==> config.mk <==
export PLATFORM = sky130hd
export DESIGN_NAME = sfa_link_align
export DESIGN_NICKNAME = d
export VERILOG_FILES = /design/src/rtl/sfa_pkg.sv /design/src/rtl/sfa_link_align.sv /design/src/rtl/sfa_phase_counter.sv
export VERILOG_INCLUDE_DIRS = /design/src /design/src/rtl
export SDC_FILE = /design/constraint.sdc
export NUM_CORES = 1
export LEC_CHECK = 0
export BUFFER_PORTS_ARGS = -buffer_cell sky130_fd_sc_hd__clkbuf_2
export CAP_MARGIN = 20
export CORE_ASPECT_RATIO = 0.7
export CORE_MARGIN = 2
export CORE_UTILIZATION = 47
export CTS_CLUSTER_SIZE = 16
export DETAILED_ROUTE_END_ITERATION = 10
export GPL_TIMING_DRIVEN = 0
export PLACE_DENSITY = 0.76
export SYNTH_ARGS = -nofsm -noshare
export SYNTH_HDL_FRONTEND = slang
export SYNTH_SLANG_ARGS = --single-unit
==> constraint.sdc <==
create_clock -name aclk -period 2.63 [get_ports aclk]
set_clock_uncertainty 0.2 [all_clocks]
set_input_delay 0.263 -clock aclk [delete_from_list [all_inputs] [get_ports aclk]]
set_output_delay 0.263 -clock aclk [all_outputs]
set_load 0.02 [all_outputs]
==> src/rtl/sfa_cfg.svh <==
// Constants for the frame and multi-frame clock alignment block
`ifndef SFA_CFG_SVH
`define SFA_CFG_SVH
// Register byte offsets
`define SFA_REG_CTRL      8'h00
`define SFA_REG_KCFG      8'h04
`define SFA_REG_DIV       8'h08
`define SFA_REG_PHASE     8'h0C
`define SFA_REG_STATUS    8'h10
`define SFA_REG_ILA0      8'h14
`define SFA_REG_BREAKS    8'h18
// Control field positions
`define SFA_CTRL_PWRDN    0
`define SFA_CTRL_SLEEP    1
`define SFA_CTRL_GATE     2
`define SFA_CTRL_SCRAM    3
`define SFA_CTRL_TWOLANE  4
`define SFA_CTRL_CLKOK    5
// Reset values and the two-lane K minimum
`define SFA_CTRL_RST      6'h20
`define SFA_K_RST         5'h14
`define SFA_F_RST         2'h1
`define SFA_DIV_RST       2'h0
`define SFA_K_MIN_2LANE   5'h11
// ILA parameter fields reported to the link
`define SFA_ILA_N         5'h0F
`define SFA_ILA_NP        5'h0F
`define SFA_ILA_CS        2'h0
`define SFA_ILA_CF        5'h00
// Link restart timing: index of the last ILA multi-frame, so ILA spans four multi-frames
`define SFA_ILA_MF        2'h3
`define SFA_RESP_OKAY     2'h0
`define SFA_RESP_SLVERR   2'h2
`endif

==> src/rtl/sfa_pkg.sv <==
// Types shared by the alignment block files
package sfa_pkg;
  typedef enum logic [2:0] {
    SFA_LINK_DOWN = 3'b000,
    SFA_LINK_CGS  = 3'b001,
    SFA_LINK_ILA  = 3'b010,
    SFA_LINK_DATA = 3'b011
  } sfa_link_t;
endpackage

==> src/rtl/sfa_link_align.sv <==
// Frame clock and multi-frame clock alignment and link break control
//
// The AXI4-Lite interface to the registers and the placing of the registers were decided locally.
`timescale 1ns/1ps
`include "sfa_cfg.svh"
module sfa_link_align (
  input  wire logic        aclk,
  input  wire logic        aresetn,
  input  wire logic        ce,
  input  wire logic        sysref,
  input  wire logic        sync_n,
  input  wire logic [7:0]  s_axi_awaddr,
  input  wire logic        s_axi_awvalid,
  output logic             s_axi_awready,
  input  wire logic [31:0] s_axi_wdata,
  input  wire logic [3:0]  s_axi_wstrb,
  input  wire logic        s_axi_wvalid,
  output logic             s_axi_wready,
  output logic [1:0]       s_axi_bresp,
  output logic             s_axi_bvalid,
  input  wire logic        s_axi_bready,
  input  wire logic [7:0]  s_axi_araddr,
  input  wire logic        s_axi_arvalid,
  output logic             s_axi_arready,
  output logic [31:0]      s_axi_rdata,
  output logic [1:0]       s_axi_rresp,
  output logic             s_axi_rvalid,
  input  wire logic        s_axi_rready,
  output logic             link_up,
  output logic             ila_active,
  output logic             scramble_en,
  output logic             two_lane,
  output logic [31:0]      ila_params
);
  // ==========================================================
  // Registers
  // ==========================================================
  logic [5:0]  ctrl;
  logic [4:0]  k_len;
  logic [1:0]  frame_len;
  logic [1:0]  clk_div;
  logic [7:0]  phase_adj;
  logic [15:0] break_cnt;
  logic        sysref_q;
  logic        gate_q;
  logic        div_wr;
  logic        k_wr;
  logic        frame_end;
  logic        mf_end;
  logic        on_boundary;
  logic        sysref_edge;
  logic        misalign;
  logic        run;
  logic        brk;
  logic [1:0]  ila_mf;
  sfa_pkg::sfa_link_t state;
  sfa_pkg::sfa_link_t next_state;
  // Address decode helper, used by both write and read paths
  function automatic logic addr_is(input logic [7:0] a, input logic [7:0] off);
    addr_is = (a[7:2] == off[7:2]);
  endfunction
  // ==========================================================
  // AXI4-Lite write channel
  // ==========================================================
  logic       aw_held;
  logic       w_held;
  logic [7:0] aw_addr;
  logic [31:0] w_data;
  logic       wr_go;
  logic       wr_hit;
  assign wr_go = aw_held && w_held && !s_axi_bvalid;
  // Address and data taken in either order, one write outstanding
  always_ff @(posedge aclk) begin
    if (!aresetn) begin
      aw_held       <= 1'b0;
      w_held        <= 1'b0;
      aw_addr       <= 8'h00;
      w_data        <= 32'h0000_0000;
      s_axi_awready <= 1'b0;
      s_axi_wready  <= 1'b0;
      s_axi_bvalid  <= 1'b0;
      s_axi_bresp   <= `SFA_RESP_OKAY;
    end else if (ce) begin
      s_axi_awready <= !aw_held && !s_axi_awready && s_axi_awvalid;
      s_axi_wready  <= !w_held && !s_axi_wready && s_axi_wvalid;
      if (s_axi_awvalid && s_axi_awready) begin
        aw_held <= 1'b1;
        aw_addr <= s_axi_awaddr;
      end
      if (s_axi_wvalid && s_axi_wready) begin
        w_held <= 1'b1;
        w_data <= s_axi_wdata;
      end
      if (wr_go) begin
        aw_held      <= 1'b0;
        w_held       <= 1'b0;
        s_axi_bvalid <= 1'b1;
        s_axi_bresp  <= wr_hit ? `SFA_RESP_OKAY : `SFA_RESP_SLVERR;
      end else if (s_axi_bready) begin
        s_axi_bvalid <= 1'b0;
      end
    end
  end
  // Only writable offsets answer OKAY
  always_comb begin
    if (addr_is(aw_addr, `SFA_REG_CTRL)) begin
      wr_hit = 1'b1;
    end else if (addr_is(aw_addr, `SFA_REG_KCFG)) begin
      wr_hit = 1'b1;
    end else if (addr_is(aw_addr, `SFA_REG_DIV)) begin
      wr_hit = 1'b1;
    end else if (addr_is(aw_addr, `SFA_REG_PHASE)) begin
      wr_hit = 1'b1;
    end else begin
      wr_hit = 1'b0;
    end
  end
  assign div_wr = wr_go && addr_is(aw_addr, `SFA_REG_DIV) && s_axi_wstrb[0];
  assign k_wr   = wr_go && addr_is(aw_addr, `SFA_REG_KCFG) && s_axi_wstrb[0];
  // Control register; low byte lane only
  always_ff @(posedge aclk) begin
    if (!aresetn) begin
      ctrl <= `SFA_CTRL_RST;
    end else if (ce && wr_go && addr_is(aw_addr, `SFA_REG_CTRL) && s_axi_wstrb[0]) begin
      ctrl <= w_data[5:0];
    end
  end
  // Multi-frame length; too short a K in two-lane mode is refused
  always_ff @(posedge aclk) begin
    if (!aresetn) begin
      k_len     <= `SFA_K_RST;
      frame_len <= `SFA_F_RST;
    end else if (ce && k_wr) begin
      if (!(ctrl[`SFA_CTRL_TWOLANE] && w_data[4:0] < `SFA_K_MIN_2LANE)) begin
        k_len     <= w_data[4:0];
        frame_len <= w_data[9:8];
      end
    end
  end
  // Divider and phase adjust; any divider write with the low byte lane breaks the link
  always_ff @(posedge aclk) begin
    if (!aresetn) begin
      clk_div   <= `SFA_DIV_RST;
      phase_adj <= 8'h00;
    end else if (ce && wr_go && s_axi_wstrb[0]) begin
      if (div_wr) begin
        clk_div <= w_data[1:0];
      end
      if (addr_is(aw_addr, `SFA_REG_PHASE)) begin
        phase_adj <= w_data[7:0];
      end
    end
  end

  // ==========================================================
  // SYSREF detection and phase counters
  // ==========================================================
  // Gate opening with SYSREF already high looks like an edge
  always_ff @(posedge aclk) begin
    if (!aresetn) begin
      sysref_q <= 1'b0;
      gate_q   <= 1'b0;
    end else if (ce) begin
      sysref_q <= sysref;
      gate_q   <= ctrl[`SFA_CTRL_GATE];
    end
  end
  assign sysref_edge = ctrl[`SFA_CTRL_GATE] && sysref && (!sysref_q || !gate_q);
  assign misalign    = sysref_edge && !on_boundary;
  assign run = !ctrl[`SFA_CTRL_PWRDN] && !ctrl[`SFA_CTRL_SLEEP]
             && ctrl[`SFA_CTRL_CLKOK];
  sfa_phase_counter u_phase (
    .aclk        (aclk),
    .aresetn     (aresetn),
    .ce          (ce),
    .run         (run),
    .frame_len   (frame_len),
    .k_len       (k_len),
    .align       (misalign),
    .frame_end   (frame_end),
    .mf_end      (mf_end),
    .on_boundary (on_boundary)
  );

  // ==========================================================
  // Link state
  // ==========================================================
  // Phase adjust writes deliberately absent here, so the link stays up
  assign brk = !run || div_wr || k_wr || misalign || !sync_n;

  always_comb begin
    next_state = state;
    case (state)
      sfa_pkg::SFA_LINK_DOWN: begin
        if (!brk) begin
          next_state = sfa_pkg::SFA_LINK_CGS;
        end
      end
      sfa_pkg::SFA_LINK_CGS: begin
        // Receiver releases sync; ILA starts on a multi-frame edge
        if (mf_end) begin
          next_state = sfa_pkg::SFA_LINK_ILA;
        end
      end
      sfa_pkg::SFA_LINK_ILA: begin
        if (mf_end && ila_mf == `SFA_ILA_MF) begin
          next_state = sfa_pkg::SFA_LINK_DATA;
        end
      end
      sfa_pkg::SFA_LINK_DATA: begin
        next_state = sfa_pkg::SFA_LINK_DATA;
      end
      default: begin
        next_state = sfa_pkg::SFA_LINK_DOWN;
      end
    endcase
    if (brk) begin
      next_state = sfa_pkg::SFA_LINK_DOWN;
    end
  end

  always_ff @(posedge aclk) begin
    if (!aresetn) begin
      state <= sfa_pkg::SFA_LINK_DOWN;
    end else if (ce) begin
      state <= next_state;
    end
  end

  // Multi-frames spent in the alignment sequence
  always_ff @(posedge aclk) begin
    if (!aresetn) begin
      ila_mf <= 2'h0;
    end else if (ce) begin
      if (state != sfa_pkg::SFA_LINK_ILA) begin
        ila_mf <= 2'h0;
      end else if (mf_end) begin
        ila_mf <= ila_mf + 2'h1;
      end
    end
  end

  // Count link breaks in any state but down; saturates rather than wrapping
  always_ff @(posedge aclk) begin
    if (!aresetn) begin
      break_cnt <= 16'h0000;
    end else if (ce && state != sfa_pkg::SFA_LINK_DOWN && brk && break_cnt != 16'hFFFF) begin
      break_cnt <= break_cnt + 16'h0001;
    end
  end

  // ==========================================================
  // Outputs; frame and multi-frame strobes stay internal
  // ==========================================================
  always_ff @(posedge aclk) begin
    if (!aresetn) begin
      link_up     <= 1'b0;
      ila_active  <= 1'b0;
      scramble_en <= 1'b0;
      two_lane    <= 1'b0;
      ila_params  <= 32'h0000_0000;
    end else if (ce) begin
      link_up     <= (next_state == sfa_pkg::SFA_LINK_DATA);
      ila_active  <= (next_state == sfa_pkg::SFA_LINK_ILA);
      scramble_en <= ctrl[`SFA_CTRL_SCRAM];
      two_lane    <= ctrl[`SFA_CTRL_TWOLANE];
      // Fixed N, N', CS, CF may not match every data mode; top five bits unused
      ila_params  <= {5'h00, `SFA_ILA_CF, `SFA_ILA_CS, `SFA_ILA_NP, `SFA_ILA_N,
                      1'b0, ctrl[`SFA_CTRL_SCRAM], k_len, frame_len, ctrl[`SFA_CTRL_TWOLANE]};
    end
  end

  // ==========================================================
  // AXI4-Lite read channel
  // ==========================================================
  logic [31:0] rd_mux;
  logic        rd_hit;

  always_comb begin
    rd_hit = 1'b1;
    if (addr_is(s_axi_araddr, `SFA_REG_CTRL)) begin
      rd_mux = {26'h000_0000, ctrl};
    end else if (addr_is(s_axi_araddr, `SFA_REG_KCFG)) begin
      rd_mux = {22'h00_0000, frame_len, 3'h0, k_len};
    end else if (addr_is(s_axi_araddr, `SFA_REG_DIV)) begin
      rd_mux = {30'h0000_0000, clk_div};
    end else if (addr_is(s_axi_araddr, `SFA_REG_PHASE)) begin
      rd_mux = {24'h00_0000, phase_adj};
    end else if (addr_is(s_axi_araddr, `SFA_REG_STATUS)) begin
      rd_mux = {27'h000_0000, on_boundary, run, state};
    end else if (addr_is(s_axi_araddr, `SFA_REG_ILA0)) begin
      rd_mux = ila_params;
    end else if (addr_is(s_axi_araddr, `SFA_REG_BREAKS)) begin
      rd_mux = {16'h0000, break_cnt};
    end else begin
      rd_hit = 1'b0;
      rd_mux = 32'h0000_0000;
    end
  end

  // One read outstanding; answer one cycle after the address is taken
  always_ff @(posedge aclk) begin
    if (!aresetn) begin
      s_axi_arready <= 1'b0;
      s_axi_rvalid  <= 1'b0;
      s_axi_rdata   <= 32'h0000_0000;
      s_axi_rresp   <= `SFA_RESP_OKAY;
    end else if (ce) begin
      s_axi_arready <= s_axi_arvalid && !s_axi_arready && !s_axi_rvalid;
      if (s_axi_arvalid && s_axi_arready) begin
        s_axi_rvalid <= 1'b1;
        s_axi_rdata  <= rd_mux;
        s_axi_rresp  <= rd_hit ? `SFA_RESP_OKAY : `SFA_RESP_SLVERR;
      end else if (s_axi_rready) begin
        s_axi_rvalid <= 1'b0;
      end
    end
  end
endmodule

==> src/rtl/sfa_phase_counter.sv <==
// Frame and multi-frame phase counters with SYSREF alignment
`timescale 1ns/1ps
module sfa_phase_counter (
  input  wire logic       aclk,
  input  wire logic       aresetn,
  input  wire logic       ce,
  input  wire logic       run,
  input  wire logic [1:0] frame_len,
  input  wire logic [4:0] k_len,
  input  wire logic       align,
  output logic            frame_end,
  output logic            mf_end,
  output logic            on_boundary
);
  logic [1:0] octet_cnt;
  logic [4:0] frame_cnt;

  // Boundary means both counters sit at zero
  assign on_boundary = (octet_cnt == 2'h0) && (frame_cnt == 5'h00);
  assign frame_end   = run && (octet_cnt == frame_len - 2'h1);
  assign mf_end      = frame_end && (frame_cnt == k_len - 5'h01);

  // Stopped counters hold the default phase until restarted
  always_ff @(posedge aclk) begin
    if (!aresetn) begin
      octet_cnt <= 2'h0;
      frame_cnt <= 5'h00;
    end else if (ce) begin
      if (align || !run) begin
        octet_cnt <= 2'h0;
        frame_cnt <= 5'h00;
      end else if (frame_end) begin
        octet_cnt <= 2'h0;
        frame_cnt <= mf_end ? 5'h00 : frame_cnt + 5'h01;
      end else begin
        octet_cnt <= octet_cnt + 2'h1;
      end
    end
  end
endmodule

# After elaboration in Yosys (flattened, before gate mapping)
# Cells that the tools add are included.
# classes
addsub	6
magnitude_cmp	1
eq_ne	19
muxes	39
bitwise_logic	1
n_reduce_logical	78
# ops
cell	n
2-to-1 mux 19 bit	6
logical AND 1 bit	33
AND reduction 2 bit	13
== test 6 x 2 -> 1 bit, second input constant	4
2-to-1 mux 1 bit	19
== test 6 x 3 -> 1 bit, second input constant	3
adder 16 x 1 -> 16 bit, second input constant	1
2-to-1 mux 16 bit	1
!= test 16 bit, second input constant	1
2-to-1 mux 5 bit	3
zero test 1 bit	14
== test 3 x 2 -> 1 bit, second input constant	4
== test 6 x 1 -> 1 bit, second input constant	2
zero test 6 bit	2
2-to-1 mux 2 bit	6
case mux 3 bit (4 select lines)	1
nonzero test 2 bit	6
2-to-1 mux 3 bit	3
logical OR 1 bit	6
adder 5 x 1 -> 5 bit, second input constant	1
== test 5 bit	1
zero test 5 bit	1
< comparator 5 bit, second input constant	1
subtractor 5 x 1 -> 5 bit, second input constant	1
10 further kinds	11
# totals
ff_bits	128
in_bits	62
word_cells	173

# Longest topological paths before layout
# Gate-level depths: netlist of the first run.
# depth
ltp_word	10
ltp_mapped	9

# Modules after synthesis
# A second synthesis of the first run with hierarchy kept.
# hier_totals
cells_unflattened	635
hier_area_um2	5361.4
# modules_own_cells
mod	instances	cells_each	area_per_inst_um2
sfa_link_align	1	572	4769.6
sfa_phase_counter	1	63	591.8

# Worst setup path before layout of the first run
# No wires, ideal clock.
# synth_timing
path_kind	register -> register
startpoint	register k_len[0]
endpoint	register ila_active
setup_time_ns	0.130
arrival_ns	2.145
setup_slack_ns	0.156
stages_incl_launch_ff	9
period_less_slack_ns	2.474
path_cell_list	dfxtp_1 > inv_1 > ha_1 > o21ba_1 > a221o_1 > a2111oi_4 > a21oi_1 > a311oi_2 > o21ai_0
# synth_between
elab_chain_cells	8
word_cells_on_any_way	9
classes_between	add/sub (1); eq/ne (2); mux (4); reduce/logical (2)
# synth_rtl
item	line	rtl
start, declared	sfa_link_align.sv:39	logic [4:0] k_len;
start signal, assigned	sfa_link_align.sv:131	k_len <= `SFA_K_RST;
start signal, assigned	sfa_link_align.sv:135	k_len <= w_data[4:0];
subtractor 5 x 1 -> 5 bit (*)	sfa_phase_counter.sv:21	assign mf_end = frame_end && (frame_cnt == k_len - 5'h01);
== test 5 bit (*)	sfa_phase_counter.sv:21	
logical AND 1 bit (*)	sfa_phase_counter.sv:21	
logical AND 1 bit (no source line)	--	
2-to-1 mux 3 bit	sfa_link_align.sv:206	if (mf_end && ila_mf == `SFA_ILA_MF) begin
case mux 3 bit (4 select lines) (*)	sfa_link_align.sv:193	case (state)
2-to-1 mux 3 bit (*)	sfa_link_align.sv:217	if (brk) begin
== test 3 x 2 -> 1 bit (*)	sfa_link_align.sv:264	ila_active <= (next_state == sfa_pkg::SFA_LINK_ILA);
end signal, assigned	sfa_link_align.sv:264	
end, declared	sfa_link_align.sv:30	output logic ila_active,
# Mark *: on every way between the ends. The rest lies on a longest branch, timed or not.
# A chain may end at the register's enable or synchronous reset.

# Worst setup path after layout of the first run
# layout_timing
startpoint	register k_len[0]
endpoint	register ila_mf[1]
# layout_between
elab_chain_cells	5
# layout_rtl
item	line	rtl
subtractor 5 x 1 -> 5 bit	sfa_phase_counter.sv:21	
== test 5 bit	sfa_phase_counter.sv:21	
logical AND 1 bit	sfa_phase_counter.sv:21	
nonzero test 2 bit (no source line)	--	
AND reduction 2 bit (no source line)	--	
end signal, assigned	sfa_link_align.sv:238	ila_mf <= ila_mf + 2'h1;
end, declared	sfa_link_align.sv:55	logic [1:0] ila_mf;
# Every way passes these cells.

==> out/qor.yml, run 1 <==
status: "finished clean"
numCtsBuffers: 9
clkLatencyLatePin_ns: 0.35
min_from: "s_axi_bready"
syn-mean-instance-area_um2: 8.59
async_flop_share_pct: 0
max_slew_margin_pct: 36.1
r2r_slack_ns: 0.11
use_met1_pct: 35.0
synth_edf_count: 0
wl_per_cell_um: 16.0
die_area_um2: 11800
worst-path-max-fanout: 6
grt_max_degree: 19
dr.first_iter.drc_count: 391
yosys.area.top_type_share_pct: 41.7
ios: 139
placed_cells: 856
rsz0062_at_grt: "false"
path_cells: "inv_1 -> ha_2 -> o21ba_1 -> a221o_1 -> a2111oi_4 -> buf_4 -> buf_4 -> o31ai_1 -> nand3_1 -> o21ai_0"
grt.busiest_layer: "met2"
dr.pass1.iters: 5
ys_seq_elements: 107
cts.clk_slew.worst_paths_ns: 0.07
cts.path.max_buffers: 2
fin_nets: 805
power_uw: 3380
wirelength_um: 14300
path_class: "reg -> reg"
drc: 0
hold_path.class: "in -> reg"
irDropWorstVdd_mv: 0.384
fmax_mhz: 397
start_util_pct: 48.9
coreArea_um2: 10500
power.density_nw_per_um2: 533
vias_per_cell: 5.30
cp_slowest_cell: "dfxtp_4"
yosysUniqueCellTypes: 57
cts_tree: "built"
ant_nets: 0
fin_crit_sh_pct: 95.7
tightest_slew_ns: 0.951
hold_slack_ns: 0.0176
grt_use_met3_pct: 5.95
vias: 4720
r2r-end: "ila_mf[1]$_SDFFE_PN0P_"
reg2regPathDepth: 10
synthFlopType: "dfxtp_1"
startpoint_type: "register"
place_congestion: 0.931
area_growth_pct: 23.4
endpoint_kind: "register"
row_count: 31
fp.dieH_um: 91.5
synth.area.top_cells: "dfxtp_1 (42%), mux2i_1 (9.5%), nor2_1 (6.1%), buf_4 (6.0%), nand2_1 (4.2%)"
syn_inst: 599
critPathTopFamily: "compound AO/OA/AOI/OAI gates"
cts_sinks: 107
ys_seq_area_share_pct: 41.7
grt_overflow: 0
layoutNonFillerInstCount: 890
die_w_um: 129
worstHoldEndpoint: "s_axi_bvalid$_SDFFE_PN0P_"
cap_violations: 0
synth_top_cell_by_area: "dfxtp_1"
grt_pass1_wl_um: 22700
root_buffer: "clkbuf_16"
yosysMostFrequentCell: "dfxtp_1"
yosys_warnings: 0
drive_gt1_share_pct: 21.0
slew_violations: 0
syn_area_um2: 5140
finalHoldViolations: 0
finalCriticalPeriod_ns: 2.52
n_antenna_cell: 0
cp_data_required_time_ns: 2.66
hold_path_depth: 4
critPathArrivalTime_ns: 2.55
antenna_found_initial: 0
setup_viol: 0
dp_hpwl_um: 10700
cp-startpoint: "k_len[0]$_SDFFE_PN0P_"
cp_common_cell: "buf_4"
cp_num_buf_inv: 3
slowest_delay_ns: 0.40
r2r-start: "k_len[0]$_SDFFE_PN0P_"
p_leak_uw: 0.00275
grt_usage_pct: 24.6
grt_pass1_vias: 4341
portBuffers: 79
met2_usage_pct: 38.1
synth_common_cells: "dfxtp_1 (107), nor2_1 (84), nand2_1 (57)"
htree_num_levels: 3
-- report_power, final --
| group | switching (uW) | total (uW) | leakage, uW | internal [uW] |
|---|---|---|---|---|
| Clock | 626 | 1370 | 0.000146 | 744 |
| Combinational | 208 | 347 | 0.00174 | 139 |
| Sequential | 27.9 | 1670 | 0.000867 | 1640 |
| Total | 861 | 3380 | 0.00275 | 2520 |
-- logic make-up after synthesis --
kind of cell / share of synthesized area, %
adders and majority gates: 1.46
other: 0.0729
xor gates and xnor gates: 4.09
buffers and inverters: 9.27
AOI/OAI and AO/OA: 12.6
muxes: 9.54
and+or+nand+nor: 21.3
DFF: 41.7
-- state kept, by name (all words and copies together) (netlist names), 2 cells and up --
| register | count |
|---|---|
| frame_len | 2 |
| s_axi_rdata | 17 |
| ila_mf | 2 |
| u_phase.octet_cnt | 2 |
| w_data | 10 |
| ctrl | 6 |
| ila_params | 10 |
| clk_div | 2 |
| u_phase.frame_cnt | 5 |
| k_len | 5 |
| phase_adj | 8 |
| aw_addr | 6 |
| break_cnt | 16 |
| state | 3 |
-- worst reg2reg max path: cells and delay by family (launching register included) --
kind / cells / cell delay (ns)
AND/OR/NAND/NOR: 1 / 0.13
flip-flops: 1 / 0.40
AO/OA/AOI/OAI: 5 / 1.09
buffers and inverters: 3 / 0.37
adder cells (fa/ha/maj): 1 / 0.21
-- through the flow --
step                instance area, um^2  utilization, %  setup TNS (ns)  setup slack (ns)
detailed placement                 5840            55.5           -1.19            -0.237
global placement                   5830            55.5          -0.387            -0.106
floorplan                          5250               -               0             0.156
CTS                                6320            60.1               0            0.0167
finish                             6340            60.4               0             0.112
global route                       6340            60.4               0           0.00264
-- timing repair --
action                                  CTS  global route
setup buffers                             2             0
endpoints found under the setup margin   16            23
pin swaps                                 3             4
endpoints found under the hold margin    16             0
resized for setup                         4             8
hold buffers                             16             0
-- metal layers --
layer / vias to the layer above / part of all wire [%] / wire, um
met5: - / 0 / 0
li1: 2293 / - / -
met3: 13 / 9.5 / 1350
met4: 0 / 0.98 / 140
met1: 2198 / 47 / 6660
met2: 216 / 43 / 6110
-- cell type report --
cell class	count	area, um^2
clock inverters	7	73.8
fillers	965	4170
multi-input cells	437	2660
flip-flops and latches	107	2150
plain buffers	68	418
repair buffers	98	576
clock buffers	9	225
well taps	148	185
inverters	16	60.1
-- placed cells by master (no fill, tap or decap), types with 3 or more instances in the layout --
| master | count |
|---|---|
| a22o_1 | 4 |
| or3_1 | 3 |
| clkbuf_1 | 22 |
| nor4b_1 | 3 |
| nand2_1 | 57 |
| a22oi_1 | 6 |
| clkbuf_16 | 9 |
| nand3_1 | 22 |
| nor2_1 | 84 |
| conb_1 | 30 |
| a21oi_1 | 40 |
| o221ai_1 | 3 |
| nand4_1 | 13 |
| and3_1 | 13 |
| o31ai_1 | 4 |
| and2_1 | 3 |
| buf_1 | 3 |
| o21ai_0 | 12 |
| nor4_1 | 3 |
| ha_1 | 5 |
| nor2b_1 | 6 |
| xor2_1 | 18 |
| buf_4 | 43 |
| dfxtp_1 | 105 |
| inv_1 | 15 |
| nand2b_1 | 7 |
| dlygate4sd3_1 | 16 |
| mux2i_1 | 49 |
| xnor2_1 | 6 |
| a31oi_1 | 6 |
| clkbuf_2 | 80 |
| nor3_1 | 5 |
-- worst max path at each step --
stage / end / slack, ns / cells past startpoint
2_1_floorplan: ila_active$_SDFFE_PN0P_ / 0.16 / 8
3_3_place_gp: ila_active$_SDFFE_PN0P_ / -0.11 / 8
3_5_place_dp: ila_active$_SDFFE_PN0P_ / -0.24 / 8
4_1_cts: ila_mf[1]$_SDFFE_PN0P_ / 0.02 / 10
5_1_grt: ila_mf[1]$_SDFFE_PN0P_ / 0.003 / 10
6_report: ila_mf[1]$_SDFFE_PN0P_ / 0.11 / 10
Note: power is estimated with default switching activity, not from simulation.
==> inputs of run 2 (changes only) <==
--- a/config.mk
+++ b/config.mk
@@ -12,4 +12,5 @@
 export CORE_MARGIN = 2
 export CORE_UTILIZATION = 47
+export CTS_BUF_LIST = sky130_fd_sc_hd__clkbuf_2
 export CTS_CLUSTER_SIZE = 16
 export DETAILED_ROUTE_END_ITERATION = 10
==> constraint.sdc (replaced) <==
create_clock -name aclk -period 2.63 [get_ports aclk]
set_clock_uncertainty 0.2 [all_clocks]
set_input_delay 0.526 -clock aclk [delete_from_list [all_inputs] [get_ports aclk]]
set_output_delay 0.526 -clock aclk [all_outputs]
set_load 0.02 [all_outputs]
==> out/qor.yml, run 2 (synthesis results as in run 1) <==
fmax_mhz: 397
setup_ws_ns: 0.112
fin_crit_sh_pct: 95.7
start_util_pct: 48.9
setup_viol: 0
dp_hpwl_um: 10700
cts_tree: "built"
grt_usage_pct: 24.5
wirelength_um: 14300
die_w_um: 129
grt_pass1_wl_um: 22600
min_from: "aresetn"
tightest_slew_ns: 0.998
hold_slack_ns: 0.0475
row_count: 31
r2r_slack_ns: 0.11
grt_pass1_vias: 4326
irDropWorstVdd_mv: 0.289
finalCriticalPeriod_ns: 2.52
p_leak_uw: 0.00271
ant_nets: 0
regMostFlops: "s_axi_rdata"
placed_cells: 856
r2r-start: "k_len[1]$_SDFFE_PN0P_"
path_class: "reg -> reg"
layoutNonFillerInstCount: 894
finalHoldViolations: 0
vias: 4758
place_ws_ns: -0.243
grt_max_degree: 19
dr.pass1.iters: 6
n_fill_cell: 986
area_growth_pct: 21.1
drc: 0
coreArea_um2: 10500
dr.first_iter.drc_count: 415
endpoint_kind: "register"
numCtsBuffers: 9
hold_path.class: "in -> reg"
portBuffers: 79
hold_path_depth: 3
seq_area_um2: 2150
multi_input_area_um2: 2680
htree_num_levels: 3
antenna_found_initial: 0
most-common-layout-cells: "dfxtp_1 (103), clkbuf_2 (89), nor2_1 (84)"
r2r-end: "ila_active$_SDFFE_PN0P_"
place_congestion: 0.931
worstHoldEndpoint: "w_held$_SDFFE_PN0P_"
vias_per_cell: 5.32
slew_violations: 0
cts_sinks: 107
n_antenna_cell: 0
ios: 139
fin_nets: 809
grt_overflow: 0
rsz0062_at_grt: "false"
power.density_nw_per_um2: 454
max_slew_margin_pct: 32.9
worst-path-max-fanout: 5
cp_data_required_time_ns: 2.98
critPathArrivalTime_ns: 2.87
startpoint_type: "register"
layout_commonest_cell: "dfxtp_1"
reg2regPathDepth: 9
cts.clk_slew.worst_paths_ns: 0.31
drive_gt1_share_pct: 21.3
largestRegisters: "s_axi_rdata: 17 flops, break_cnt: 16 flops"
largest_register_ffs: 17
cts.path.max_buffers: 2
clkLatencyLatePin_ns: 0.61
wl_per_cell_um: 16.0
status: "finished clean"
root_buffer: "clkbuf_2"
final.setup.tns_ns: 0
die_area_um2: 11800
fp.dieH_um: 91.5
cap_violations: 0
[run 2: changes by cell type in the layout (fill, tap and decap cells not counted), sizes merged]
cell / delta
dlygate4sd3: +3
buf: +1
[run 2: report_power, final]
| part | switching (uW) | leakage (uW) | internal (uW) |
|---|---|---|---|
| Sequential | 28.5 | 0.000867 | 1650 |
| Clock | 574 | 0.0000727 | 225 |
| Combinational | 208 | 0.00177 | 142 |
[run 2: worst max-delay path by stage]
stage | from | to | slack [ns] | cells after the start
after floorplan | k_len[0]$_SDFFE_PN0P_ | ila_active$_SDFFE_PN0P_ | 0.16 | 8
after global placement | s_axi_araddr[7] | s_axi_rdata[2]$_SDFFE_PN0P_ | -0.32 | 7
after detailed placement | ce | u_phase.frame_cnt[4]$_SDFFE_PN0P_ | -0.24 | 7
after CTS | u_phase.frame_cnt[0]$_SDFFE_PN0P_ | break_cnt[14]$_SDFFE_PN0P_ | 0.008 | 8
after global routing | k_len[1]$_SDFFE_PN0P_ | state[0]$_SDFFE_PN0P_ | 0.004 | 8
final | k_len[1]$_SDFFE_PN0P_ | ila_active$_SDFFE_PN0P_ | 0.11 | 9
[run 2: layer usage]
layer  vias to the layer above  GRT usage (%)  routed length (um)
met2                       221           37.1                6050
met4                         0           4.53                 138
met3                        16           5.72                1390
met1                      2219           35.8                6710
li1                       2302              -                   -
met5                         -              0                   0
[run 2: critical path, stage by stage, from the launching register on]
cell and delay (ns):
dfxtp_4 0.46, inv_1 0.08, ha_4 0.17, o21ba_1 0.17, a221o_1 0.34, a2111oi_4 0.42
buf_4 0.20, and2_2 0.16, o21ai_0 0.09, o21ai_1 0.19
[run 2: cell type report]
type | count | area share [%]
flip-flops and latches | 107 | 34.5
multi-input cells | 437 | 43.1
clock buffers | 9 | 0.723
repair buffers | 102 | 9.84
well taps | 148 | 2.97
plain buffers | 68 | 6.71
inverters | 16 | 0.964
clock inverters | 7 | 1.18
[run 2: metrics by stage]
step | cell area [um^2] | util, % | power, uW
floorplan | 5250 | - | 1930
global route | 6230 | 59.3 | 2940
detailed placement | 5840 | 55.5 | 2030
CTS | 6170 | 58.7 | 2820
global placement | 5830 | 55.5 | 2020
finish | 6230 | 59.3 | 2830
[run 2: what timing repair did]
action | in CTS | in global routing
pin swaps | 3 | 8
endpoints found under the hold margin | 18 | 1
endpoints found under the setup margin | 16 | 17
gates cloned | 0 | 0
gates resized for setup | 6 | 11
buffers inserted | 2 | 1
hold buffers | 18 | 1
